<file path="config.mk">
export PLATFORM = sky130hd
export DESIGN_NAME = cpu_compare_pwm
export DESIGN_NICKNAME = d
export VERILOG_FILES = /design/src/cpu_pkg.sv /design/src/cpu_compare_pwm.sv
export SDC_FILE = /design/constraint.sdc
export NUM_CORES = 1
export LEC_CHECK = 0
export BUFFER_PORTS_ARGS = -buffer_cell sky130_fd_sc_hd__buf_2
export CAP_MARGIN = 20
export CELL_PAD_IN_SITES_DETAIL_PLACEMENT = 1
export CELL_PAD_IN_SITES_GLOBAL_PLACEMENT = 2
export CORE_MARGIN = 2
export CORE_UTILIZATION = 37
export DETAILED_ROUTE_END_ITERATION = 12
export PLACE_DENSITY = 0.85
export SYNTH_ARGS = -nofsm -noshare
export SYNTH_HDL_FRONTEND = slang
export SYNTH_SLANG_ARGS = --single-unit
</file>
<file path="constraint.sdc">
create_clock -name ref_clk_i -period 3.22 [get_ports ref_clk_i]
set_clock_uncertainty 0.2 [all_clocks]
set_input_delay 0.483 -clock ref_clk_i [delete_from_list [all_inputs] [get_ports ref_clk_i]]
set_output_delay 0.483 -clock ref_clk_i [all_outputs]
set_load 0.01 [all_outputs]
</file>
<file path="src/cpu_pkg.sv">
package cpu_pkg;

    // ------------------------------------------------------------
    // Register indices (byte address is four times the index)
    // ------------------------------------------------------------
    localparam logic [7:0] IDX_PERIPHERAL_FLAGS_ONE      = 8'h0c;
    localparam logic [7:0] IDX_PERIPHERAL_FLAGS_TWO      = 8'h0d;
    localparam logic [7:0] IDX_TIMER1_COUNT_LO   = 8'h0e;
    localparam logic [7:0] IDX_TIMER1_COUNT_HI   = 8'h0f;
    localparam logic [7:0] IDX_T1_CTRL   = 8'h10;
    localparam logic [7:0] IDX_TIMER2_COUNT      = 8'h11;
    localparam logic [7:0] IDX_T2_CTRL   = 8'h12;
    localparam logic [7:0] IDX_U1_LO     = 8'h15;
    localparam logic [7:0] IDX_U1_HI     = 8'h16;
    localparam logic [7:0] IDX_U1_CTRL   = 8'h17;
    localparam logic [7:0] IDX_U2_LO     = 8'h1b;
    localparam logic [7:0] IDX_U2_HI     = 8'h1c;
    localparam logic [7:0] IDX_U2_CTRL   = 8'h1d;
    localparam logic [7:0] IDX_PORTC_DIR = 8'h87;
    localparam logic [7:0] IDX_PERIPHERAL_ENABLES_ONE      = 8'h8c;
    localparam logic [7:0] IDX_PERIPHERAL_ENABLES_TWO      = 8'h8d;
    localparam logic [7:0] IDX_TIMER2_COUNT_PER  = 8'h92;
    localparam logic [7:0] IDX_ADC_CTRL  = 8'h1f;

    // ------------------------------------------------------------
    // Field positions and reset values
    // ------------------------------------------------------------
    localparam int         PERIPHERAL_FLAGS_ONE_TIMER1_COUNT_BIT  = 0;
    localparam int         PERIPHERAL_FLAGS_ONE_TIMER2_COUNT_BIT  = 1;
    localparam int         PERIPHERAL_FLAGS_ONE_UNIT_BIT  = 2;
    localparam int         PERIPHERAL_FLAGS_TWO_UNIT_BIT  = 0;
    localparam int         T1_ON_BIT      = 0;
    localparam int         T2_ON_BIT      = 2;
    localparam int         ADC_ON_BIT     = 0;
    localparam int         UNIT_PIN_BIT   = 2;
    localparam logic [7:0] RST_ZERO       = 8'h00;
    localparam logic [7:0] RST_PORTC_DIR  = 8'hff;
    localparam logic [7:0] RST_TIMER2_COUNT_PER   = 8'hff;
    localparam logic [7:0] CTRL_MASK      = 8'h3f;
    localparam logic [7:0] T2_CTRL_MASK   = 8'h7f;

    // ------------------------------------------------------------
    // Mode field encodings
    // ------------------------------------------------------------
    localparam logic [3:0] MODE_OFF       = 4'h0;
    localparam logic [3:0] MODE_SET_PIN   = 4'h8;
    localparam logic [3:0] MODE_CLR_PIN   = 4'h9;
    localparam logic [3:0] MODE_FLAG_ONLY = 4'ha;
    localparam logic [3:0] MODE_SPECIAL   = 4'hb;

    // Per-unit control register layout
    typedef struct packed {
        logic [1:0] unused;
        logic       duty_bit1;
        logic       duty_bit0;
        logic [3:0] mode_field;
    } cpu_ctrl_t;

    // Per-unit event bundle
    typedef struct packed {
        logic match;
        logic special;
        logic period_end;
    } cpu_evt_t;

endpackage

</file>
<file path="src/cpu_compare_pwm.sv">
// Notes on behaviour
// - Compare mode: match value to timer1 count, pin set, cleared or kept per mode.
// - Every compare match sets the unit interrupt flag in the same cycle.
// - Control register written zero forces compare output latch low.
// - Flag-only mode leaves the pin alone and just raises the flag.
// - Unit 1 special event clears timer1 count on match.
// - Unit 2 special event clears timer1 and starts conversion if converter enabled.
// - Build option: unit 1 special event also starts conversion on single-unit part.
// - Special-event timer1 clear never sets the timer1 overflow flag.
// - PWM mode drives the pin with up to 10-bit duty resolution.
// - Control register written zero forces PWM output latch low.
// - PWM period comes from the timer2 period register.
// - At period match timer2 clears, pin sets unless duty zero, duty copied.
// - Timer2 postscaler only makes the update-rate flag, not the PWM period.
// - Duty is low-byte register on top, control bits 5:4 below.
// - New duty takes effect only after the next period match.
// - In PWM mode the value high byte ignores software writes.
// - Pin clears when buffered duty equals timer2 extended by 2 low bits.
// - Duty above the period never clears the pin: output stays high.
// - Mode field: 0 off, 8 set, 9 clear, a flag, b special, 11xx PWM.
//
// Design decision made here: register access over APB.
module cpu_compare_pwm #(
    parameter bit SINGLE_UNIT = 1'b0
) (
    // Clock and reset
    input  wire logic        ref_clk_i,
    input  wire logic        nrst_i,
    // APB slave
    input  wire logic        psel_i,
    input  wire logic        penable_i,
    input  wire logic        pwrite_i,
    input  wire logic [11:0] paddr_i,
    input  wire logic [31:0] pwdata_i,
    output logic      [31:0] prdata_o,
    output logic             pready_o,
    output logic             pslverr_o,
    // Unit pins and conversion start
    output logic      [1:0]  unit_pin_o,
    output logic      [1:0]  unit_pin_oe_o,
    output logic             adc_start_o
);

    // ------------------------------------------------------------
    // State
    // ------------------------------------------------------------
    logic [7:0]  peripheral_flags_one_reg, peripheral_flags_one_next, peripheral_enables_one_reg, peripheral_enables_one_next;
    logic        peripheral_flags_two_reg, peripheral_flags_two_next, peripheral_enables_two_reg, peripheral_enables_two_next;
    logic [15:0] timer1_count_reg, timer1_count_next;
    logic [7:0]  t1ctl_reg, t1ctl_next, timer2_count_reg, timer2_count_next;
    logic [7:0]  t2ctl_reg, t2ctl_next, per_reg, per_next;
    logic [7:0]  dir_reg, dir_next, adc_reg, adc_next;
    logic [3:0]  t2pre_reg, t2pre_next, post_reg, post_next;
    logic [7:0]  vlo_reg [2], vlo_next [2];
    logic [7:0]  vhi_reg [2], vhi_next [2];
    logic [1:0]  lat2_reg [2], lat2_next [2];
    cpu_pkg::cpu_ctrl_t ctl_reg [2], ctl_next [2];
    logic [1:0]  out_reg, out_next;
    logic [31:0] rd_reg, rd_next;
    logic        rdy_reg, rdy_next, err_reg, err_next, adst_reg, adst_next;

    // ------------------------------------------------------------
    // Bus decode
    // ------------------------------------------------------------
    logic       wr, acc;
    logic [7:0] idx, wd;
    assign acc = psel_i & penable_i & ~rdy_reg;
    assign wr  = acc & pwrite_i;
    assign idx = paddr_i[9:2];
    assign wd  = pwdata_i[7:0];

    // ------------------------------------------------------------
    // Per-unit compare and PWM events
    // ------------------------------------------------------------
    logic [1:0]  is_pwm, cmp_match, special, pwm_clr;
    logic [1:0]  t2_sub;
    logic        t2_tick, per_hit;
    logic [9:0]  t2_ext, t2_ext_inc;
    // Prescaler bits extend timer2; a prescale of one uses a free 2-bit phase
    assign t2_sub  = t2pre_reg[1:0];
    assign t2_ext  = {timer2_count_reg, t2_sub};
    // One step ahead: the pin latch adds a cycle, so high time equals duty
    assign t2_ext_inc = t2_ext + 10'h001;
    assign t2_tick = t2ctl_reg[cpu_pkg::T2_ON_BIT] &
                     (t2ctl_reg[1] ? (t2pre_reg == 4'hf) :
                      t2ctl_reg[0] ? (t2pre_reg[1:0] == 2'h3) : 1'b1);
    assign per_hit = t2_tick & (timer2_count_reg == per_reg);

    genvar u;
    generate
        for (u = 0; u < 2; u++) begin : g_unit
            assign is_pwm[u]    = ctl_reg[u].mode_field[3:2] == 2'b11;
            assign cmp_match[u] = (ctl_reg[u].mode_field[3:2] == 2'b10) &
                                  (timer1_count_reg == {vhi_reg[u], vlo_reg[u]});
            assign special[u]   = cmp_match[u] &
                                  (ctl_reg[u].mode_field == cpu_pkg::MODE_SPECIAL);
            // Duty above period never equals the extended count
            assign pwm_clr[u]   = is_pwm[u] & ({vhi_reg[u], lat2_reg[u]} == t2_ext_inc);
        end
    endgenerate

    // ------------------------------------------------------------
    // Next-state logic
    // ------------------------------------------------------------
    always_comb begin
        logic [7:0] rv;
        logic       t1_wr;
        rv         = 8'h00;
        t1_wr      = 1'b0;
        peripheral_flags_one_next  = peripheral_flags_one_reg;
        peripheral_flags_two_next  = peripheral_flags_two_reg;
        peripheral_enables_one_next  = peripheral_enables_one_reg;
        peripheral_enables_two_next  = peripheral_enables_two_reg;
        t1ctl_next = t1ctl_reg;
        t2ctl_next = t2ctl_reg;
        per_next   = per_reg;
        dir_next   = dir_reg;
        adc_next   = adc_reg;
        timer1_count_next  = timer1_count_reg;
        timer2_count_next  = timer2_count_reg;
        t2pre_next = t2pre_reg;
        post_next  = post_reg;
        out_next   = out_reg;
        adst_next  = 1'b0;
        for (int i = 0; i < 2; i++) begin
            vlo_next[i]  = vlo_reg[i];
            vhi_next[i]  = vhi_reg[i];
            lat2_next[i] = lat2_reg[i];
            ctl_next[i]  = ctl_reg[i];
        end

        // Software writes first; hardware events below override flags
        if (wr) begin
            case (idx)
                cpu_pkg::IDX_PERIPHERAL_FLAGS_ONE:      peripheral_flags_one_next  = wd;
                cpu_pkg::IDX_PERIPHERAL_FLAGS_TWO:      peripheral_flags_two_next  = wd[cpu_pkg::PERIPHERAL_FLAGS_TWO_UNIT_BIT];
                cpu_pkg::IDX_PERIPHERAL_ENABLES_ONE:      peripheral_enables_one_next  = wd;
                cpu_pkg::IDX_PERIPHERAL_ENABLES_TWO:      peripheral_enables_two_next  = wd[cpu_pkg::PERIPHERAL_FLAGS_TWO_UNIT_BIT];
                cpu_pkg::IDX_TIMER1_COUNT_LO:   begin timer1_count_next[7:0] = wd; t1_wr = 1'b1; end
                cpu_pkg::IDX_TIMER1_COUNT_HI:   begin timer1_count_next[15:8] = wd; t1_wr = 1'b1; end
                cpu_pkg::IDX_T1_CTRL:   t1ctl_next = wd & cpu_pkg::CTRL_MASK;
                cpu_pkg::IDX_TIMER2_COUNT:      timer2_count_next  = wd;
                cpu_pkg::IDX_T2_CTRL:   t2ctl_next = wd & cpu_pkg::T2_CTRL_MASK;
                cpu_pkg::IDX_TIMER2_COUNT_PER:  per_next   = wd;
                cpu_pkg::IDX_PORTC_DIR: dir_next   = wd;
                cpu_pkg::IDX_ADC_CTRL:  adc_next   = wd;
                cpu_pkg::IDX_U1_LO:     vlo_next[0] = wd;
                cpu_pkg::IDX_U2_LO:     vlo_next[1] = wd;
                cpu_pkg::IDX_U1_HI:     if (!is_pwm[0]) vhi_next[0] = wd;
                cpu_pkg::IDX_U2_HI:     if (!is_pwm[1]) vhi_next[1] = wd;
                cpu_pkg::IDX_U1_CTRL:   ctl_next[0] = wd & cpu_pkg::CTRL_MASK;
                cpu_pkg::IDX_U2_CTRL:   ctl_next[1] = wd & cpu_pkg::CTRL_MASK;
                default:                ;
            endcase
        end

        // Timer1: free count, software write, or special-event clear
        if (|special) begin
            timer1_count_next = 16'h0000;
        end else if (!t1_wr && t1ctl_reg[cpu_pkg::T1_ON_BIT]) begin
            timer1_count_next = timer1_count_reg + 16'h0001;
            if (timer1_count_reg == 16'hffff) begin
                peripheral_flags_one_next[cpu_pkg::PERIPHERAL_FLAGS_ONE_TIMER1_COUNT_BIT] = 1'b1;
            end
        end

        // Conversion start from unit 2, or unit 1 on the single-unit build
        if ((special[1] | (SINGLE_UNIT & special[0])) &
            adc_reg[cpu_pkg::ADC_ON_BIT]) begin
            adst_next = 1'b1;
        end

        // Timer2 prescaler and count
        if (t2ctl_reg[cpu_pkg::T2_ON_BIT]) begin
            t2pre_next = t2pre_reg + 4'h1;
        end
        if (per_hit) begin
            timer2_count_next = 8'h00;
            // Postscaler feeds only the update-rate flag
            post_next = post_reg + 4'h1;
            if (post_reg == t2ctl_reg[6:3]) begin
                post_next = 4'h0;
                peripheral_flags_one_next[cpu_pkg::PERIPHERAL_FLAGS_ONE_TIMER2_COUNT_BIT] = 1'b1;
            end
        end else if (t2_tick) begin
            timer2_count_next = timer2_count_reg + 8'h01;
        end

        // Unit pin latches and flags
        for (int i = 0; i < 2; i++) begin
            if (cmp_match[i]) begin
                if (i == 0) peripheral_flags_one_next[cpu_pkg::PERIPHERAL_FLAGS_ONE_UNIT_BIT] = 1'b1;
                else        peripheral_flags_two_next = 1'b1;
                if (ctl_reg[i].mode_field == cpu_pkg::MODE_SET_PIN) out_next[i] = 1'b1;
                if (ctl_reg[i].mode_field == cpu_pkg::MODE_CLR_PIN) out_next[i] = 1'b0;
            end
            if (is_pwm[i]) begin
                if (pwm_clr[i]) out_next[i] = 1'b0;
                if (per_hit) begin
                    // Double buffer loads only here, so no mid-period glitch
                    vhi_next[i]  = vlo_reg[i];
                    lat2_next[i] = {ctl_reg[i].duty_bit1, ctl_reg[i].duty_bit0};
                    out_next[i]  = |{vlo_reg[i], ctl_reg[i].duty_bit1,
                                     ctl_reg[i].duty_bit0};
                end
            end
            if (wr && (idx == (i == 0 ? cpu_pkg::IDX_U1_CTRL : cpu_pkg::IDX_U2_CTRL))
                && wd == 8'h00) begin
                out_next[i] = 1'b0;
            end
        end

        // Read mux
        case (idx)
            cpu_pkg::IDX_PERIPHERAL_FLAGS_ONE:      rv = peripheral_flags_one_reg;
            cpu_pkg::IDX_PERIPHERAL_FLAGS_TWO:      rv = {7'h00, peripheral_flags_two_reg};
            cpu_pkg::IDX_PERIPHERAL_ENABLES_ONE:      rv = peripheral_enables_one_reg;
            cpu_pkg::IDX_PERIPHERAL_ENABLES_TWO:      rv = {7'h00, peripheral_enables_two_reg};
            cpu_pkg::IDX_TIMER1_COUNT_LO:   rv = timer1_count_reg[7:0];
            cpu_pkg::IDX_TIMER1_COUNT_HI:   rv = timer1_count_reg[15:8];
            cpu_pkg::IDX_T1_CTRL:   rv = t1ctl_reg;
            cpu_pkg::IDX_TIMER2_COUNT:      rv = timer2_count_reg;
            cpu_pkg::IDX_T2_CTRL:   rv = t2ctl_reg;
            cpu_pkg::IDX_TIMER2_COUNT_PER:  rv = per_reg;
            cpu_pkg::IDX_PORTC_DIR: rv = dir_reg;
            cpu_pkg::IDX_ADC_CTRL:  rv = adc_reg;
            cpu_pkg::IDX_U1_LO:     rv = vlo_reg[0];
            cpu_pkg::IDX_U1_HI:     rv = vhi_reg[0];
            cpu_pkg::IDX_U1_CTRL:   rv = ctl_reg[0];
            cpu_pkg::IDX_U2_LO:     rv = vlo_reg[1];
            cpu_pkg::IDX_U2_HI:     rv = vhi_reg[1];
            cpu_pkg::IDX_U2_CTRL:   rv = ctl_reg[1];
            default:                rv = 8'h00;
        endcase
        rdy_next = acc;
        err_next = acc & (paddr_i[11:10] != 2'b00 || paddr_i[1:0] != 2'b00);
        rd_next  = (acc && !pwrite_i) ? {24'h000000, rv} : rd_reg;
    end

    // ------------------------------------------------------------
    // Registers
    // ------------------------------------------------------------
    always_ff @(posedge ref_clk_i) begin
        if (!nrst_i) begin
            peripheral_flags_one_reg  <= cpu_pkg::RST_ZERO;
            peripheral_enables_one_reg  <= cpu_pkg::RST_ZERO;
            peripheral_flags_two_reg  <= 1'b0;
            peripheral_enables_two_reg  <= 1'b0;
            timer1_count_reg  <= 16'h0000;
            t1ctl_reg <= cpu_pkg::RST_ZERO;
            timer2_count_reg  <= cpu_pkg::RST_ZERO;
            t2ctl_reg <= cpu_pkg::RST_ZERO;
            per_reg   <= cpu_pkg::RST_TIMER2_COUNT_PER;
            dir_reg   <= cpu_pkg::RST_PORTC_DIR;
            adc_reg   <= cpu_pkg::RST_ZERO;
            t2pre_reg <= 4'h0;
            post_reg  <= 4'h0;
            out_reg   <= 2'b00;
            rd_reg    <= 32'h00000000;
            rdy_reg   <= 1'b0;
            err_reg   <= 1'b0;
            adst_reg  <= 1'b0;
            for (int i = 0; i < 2; i++) begin
                vlo_reg[i]  <= cpu_pkg::RST_ZERO;
                vhi_reg[i]  <= cpu_pkg::RST_ZERO;
                lat2_reg[i] <= 2'b00;
                ctl_reg[i]  <= cpu_pkg::RST_ZERO;
            end
        end else begin
            peripheral_flags_one_reg  <= peripheral_flags_one_next;
            peripheral_enables_one_reg  <= peripheral_enables_one_next;
            peripheral_flags_two_reg  <= peripheral_flags_two_next;
            peripheral_enables_two_reg  <= peripheral_enables_two_next;
            timer1_count_reg  <= timer1_count_next;
            t1ctl_reg <= t1ctl_next;
            timer2_count_reg  <= timer2_count_next;
            t2ctl_reg <= t2ctl_next;
            per_reg   <= per_next;
            dir_reg   <= dir_next;
            adc_reg   <= adc_next;
            t2pre_reg <= t2pre_next;
            post_reg  <= post_next;
            out_reg   <= out_next;
            rd_reg    <= rd_next;
            rdy_reg   <= rdy_next;
            err_reg   <= err_next;
            adst_reg  <= adst_next;
            for (int i = 0; i < 2; i++) begin
                vlo_reg[i]  <= vlo_next[i];
                vhi_reg[i]  <= vhi_next[i];
                lat2_reg[i] <= lat2_next[i];
                ctl_reg[i]  <= ctl_next[i];
            end
        end
    end

    // Outputs; enable is a register so the pins are flop driven
    logic [1:0] oe_reg;
    always_ff @(posedge ref_clk_i) begin
        if (!nrst_i) oe_reg <= 2'b00;
        else         oe_reg <= {~dir_next[1], ~dir_next[cpu_pkg::UNIT_PIN_BIT]};
    end
    assign unit_pin_o    = out_reg;
    assign unit_pin_oe_o = oe_reg;
    assign prdata_o      = rd_reg;
    assign pready_o      = rdy_reg;
    assign pslverr_o     = err_reg;
    assign adc_start_o   = adst_reg;

endmodule

</file>
==> flow_summary_export.csv <==
group,metric,value,unit
synthesis,synth_seq_area_share,32.4,%
sta,finalHoldViolations,0,
hold_path,hold_path.class,"input port to flip-flop",
pwr,ir_worst_vdd,0.240,mV
routing,vias_per_cell,6.04,
floorplan,die_area,0.0263,mm2
floorplan,ios,88,
routing,vias,8651,
clock_network,postCtsHoldBufs,0,
global_routing,grt_usage,27.9,%
hold_path,min_to,"pslverr_o$_SDFF_PN0_",
setup_path,reg2reg_from,"t2pre_reg[0]$_SDFFE_PN0P_",
global_routing,grt_pass1_vias,8760,
setup_path,critPathTopFamily,"compound AO/OA/AOI/OAI gates",
sta,period_share,90.8,%
pwr,power.total,4070,uW
status,status,"finished clean",
floorplan,initial_core_util,37.9,%
synthesis,synth_edf_count,0,
sta,grt_setup_unrepaired,"no",
floorplan,fp.dieW,162,um
finish,drive_above_1_share,15.6,%
sta,tns,0,ps
sta,slew_viol_final,0,
sta,min_period,2920,ps
synthesis,synth_area,0.00927,mm2
finish,nFillCells,2905,
global_routing,overflow,0,
setup_path,crit_slowest_cell,"dfxtp_1",
setup_path,cp_cell_sequence,"buf_4 -> ha_1 -> nor2_1 -> a221o_1 -> buf_4 -> nor3_2 -> buf_4 -> nand3_2 -> o211a_1",
setup_path,crit_path_end_kind,"flip-flop",
floorplan,core.rowCount,57,
routing,drt_iter0_markers,884,
placement,postPlaceCellArea,0.00983,mm2
placement,portBuffers,39,
placement,dp_hpwl,25.7,mm
sta,setup_violations,0,
clock_network,post_cts_resized,0,
sta,max_freq,0.342,GHz
setup_path,r2r_end,"vhi_reg[0][2]$_SDFF_PN0_",
global_routing,antenna_found_initial,1,
clock_network,cts-root-buf,"clkbuf_16",
clock_network,cts_sinks,150,
synthesis,ys.flop_type,"dfxtp_1",
setup_path,start_kind,"flip-flop",
pwr,p_per_area,392,mW/mm2
routing,drt_wl_total,36.1,mm
clock_network,cts_made_buffers,17,
clock_network,h-tree-depth,4,
global_routing,grt_start_max_net_pins,63,
setup_path,worst_path_most_repeated_cell,"buf_4",
setup_path,worstSetupPathType,"flip-flop to flip-flop",
finish,area_delta_synth_final,12.0,%
finish,utilization,42.4,%
clock_network,cts_tree,"built",
clock_network,clkLatencyLatePin,440,ps
setup_path,ff2ff_path_depth,9,
hold_path,hold_depth,2,
synthesis,yosysTopAreaCellShare,32.4,%
sta,slew_headroom,54.9,%
setup_path,cp_num_buf_inv,3,
synthesis,synth_commonest_cells,"dfxtp_1 (150), mux2i_1 (113), nand2_1 (93), nor2b_1 (79), xnor2_1 (61)",
clock_network,path_clk_slew,70,ps
synthesis,post_synth_num_cell_types,81,
synthesis,yosys.area.top_type,"dfxtp_1",
synthesis,netlist_instances,1065,
setup_path,worst-path-max-fanout,18,
finish,nNetsFinal,1150,
setup_path,reg2reg_slack,300,ps
synthesis,ys_top_cells_by_area,"dfxtp_1 (32%), mux2i_1 (12%), xnor2_1 (5.8%)",
clock_network,clk_path_buf_depth,2,
global_routing,grt_pass1_wl,54.9,mm
synthesis,synth_seq_cells,150,
finish,diodes,0,
floorplan,die_y,162,um
setup_path,crit_start,"t2pre_reg[0]$_SDFFE_PN0P_",
hold_path,worstHoldStart,"paddr_i[0]",
clock_network,post-cts-setup-buffer-count,0,
synthesis,yosys_warnings,0,
setup_path,max_stage_delay,450,ps
setup_path,crit_arrival,3050,ps
flow_run,maxCapViolCount,0,
synthesis,synthArstFlopShare,0,%
routing,wire_per_inst,25.2,um
sta,whs,58.7,ps
synthesis,avgSynthCellArea,8.71,um2
placement,gp_congestion,0.950,
synthesis,yosysMostFrequentCell,"dfxtp_1",
finish,finalInstanceArea,0.0104,mm2
sta,worst_pin_slew,677,ps
routing,first_pass_iters,5,
routing,drc,0,
routing,final_antenna_net_count,0,
floorplan,core,0.0245,mm2
setup_path,cp.required,3340,ps
pwr,power_leakage,0.00406,uW
-- worst max path at each step --
stage / to / slack (ps) / cells past startpoint
after global placement: vhi_reg[0][0]$_SDFF_PN0_ / 430 / 9
after global routing: vhi_reg[0][2]$_SDFF_PN0_ / 110 / 9
after floorplan: vhi_reg[0][10]$_SDFF_PN0_ / 790 / 7
final: vhi_reg[0][2]$_SDFF_PN0_ / 300 / 9
after CTS: vhi_reg[0][2]$_SDFF_PN0_ / 340 / 9
after detailed placement: vhi_reg[0][2]$_SDFF_PN0_ / 370 / 9
-- routing by layer --
layer  up-vias  routed length (um)  part of all wire, %  track usage, %
met2       387               16300                   45            43.8
met4         2                1430                  4.0            11.8
met1      4314               15400                   43            36.4
li1       3846                   -                    -               -
met5         -                  13                0.036               0
met3       102                2900                  8.0            7.25
-- through the flow --
stage | worst slack, ps | std cells
detailed placement | 366 | 1401
global route | 107 | 1433
CTS | 339 | 1433
global placement | 427 | 1401
floorplan | 793 | 1088
finish | 296 | 1433
-- area by class of cell --
cell class                      count  area, um2  share of cell area [%]
Sequential cell                   150       3000                    28.9
Inverter                           12       45.0                   0.434
Clock buffer                       18        439                    4.23
Multi-Input combinational cell    821       5770                    55.5
Clock inverter                     14        113                    1.08
Tap cell                          324        405                    3.90
Timing Repair Buffer               94        611                    5.88
-- cells by family after synthesis --
kind of cell	after synthesis	synth area share, %
other cells	1	0.0404
simple gates	407	25.4
xor+xnor	77	7.27
compound gates	186	14.5
fa+ha+maj	5	0.675
buf+inv	117	6.42
mux	122	13.3
flops	150	32.4
-- layout by cell type (no fill, tap or decap), types with 6 or more instances in the layout --
cell,count
nor3_2,7
and3_1,7
buf_2,38
a22oi_1,15
xor2_1,16
a32o_1,6
xnor2_1,61
nand4_1,18
clkbuf_16,17
o211a_1,16
conb_1,24
and2_1,11
nand2b_1,11
nor4_1,12
nand2_1,93
a31oi_1,8
nand3_1,44
nor2_1,48
o21ai_0,26
buf_4,56
inv_1,12
a32oi_1,11
mux2_2,9
a211oi_1,6
nor3_1,24
mux2i_1,113
a221oi_1,9
inv_6,6
dfxtp_1,150
nor2b_1,79
a21oi_1,37
-- report_power, final --
| part | switching [uW] | leakage [uW] | internal, uW | total, uW |
|---|---|---|---|---|
| sequential | 1.61 | 0.00121 | 1860 | 1860 |
| clock | 912 | 0.000274 | 1030 | 1940 |
| combinational | 198 | 0.00258 | 75.0 | 273 |
| total | 1110 | 0.00406 | 2960 | 4070 |
(Power assumes the default switching activity.)
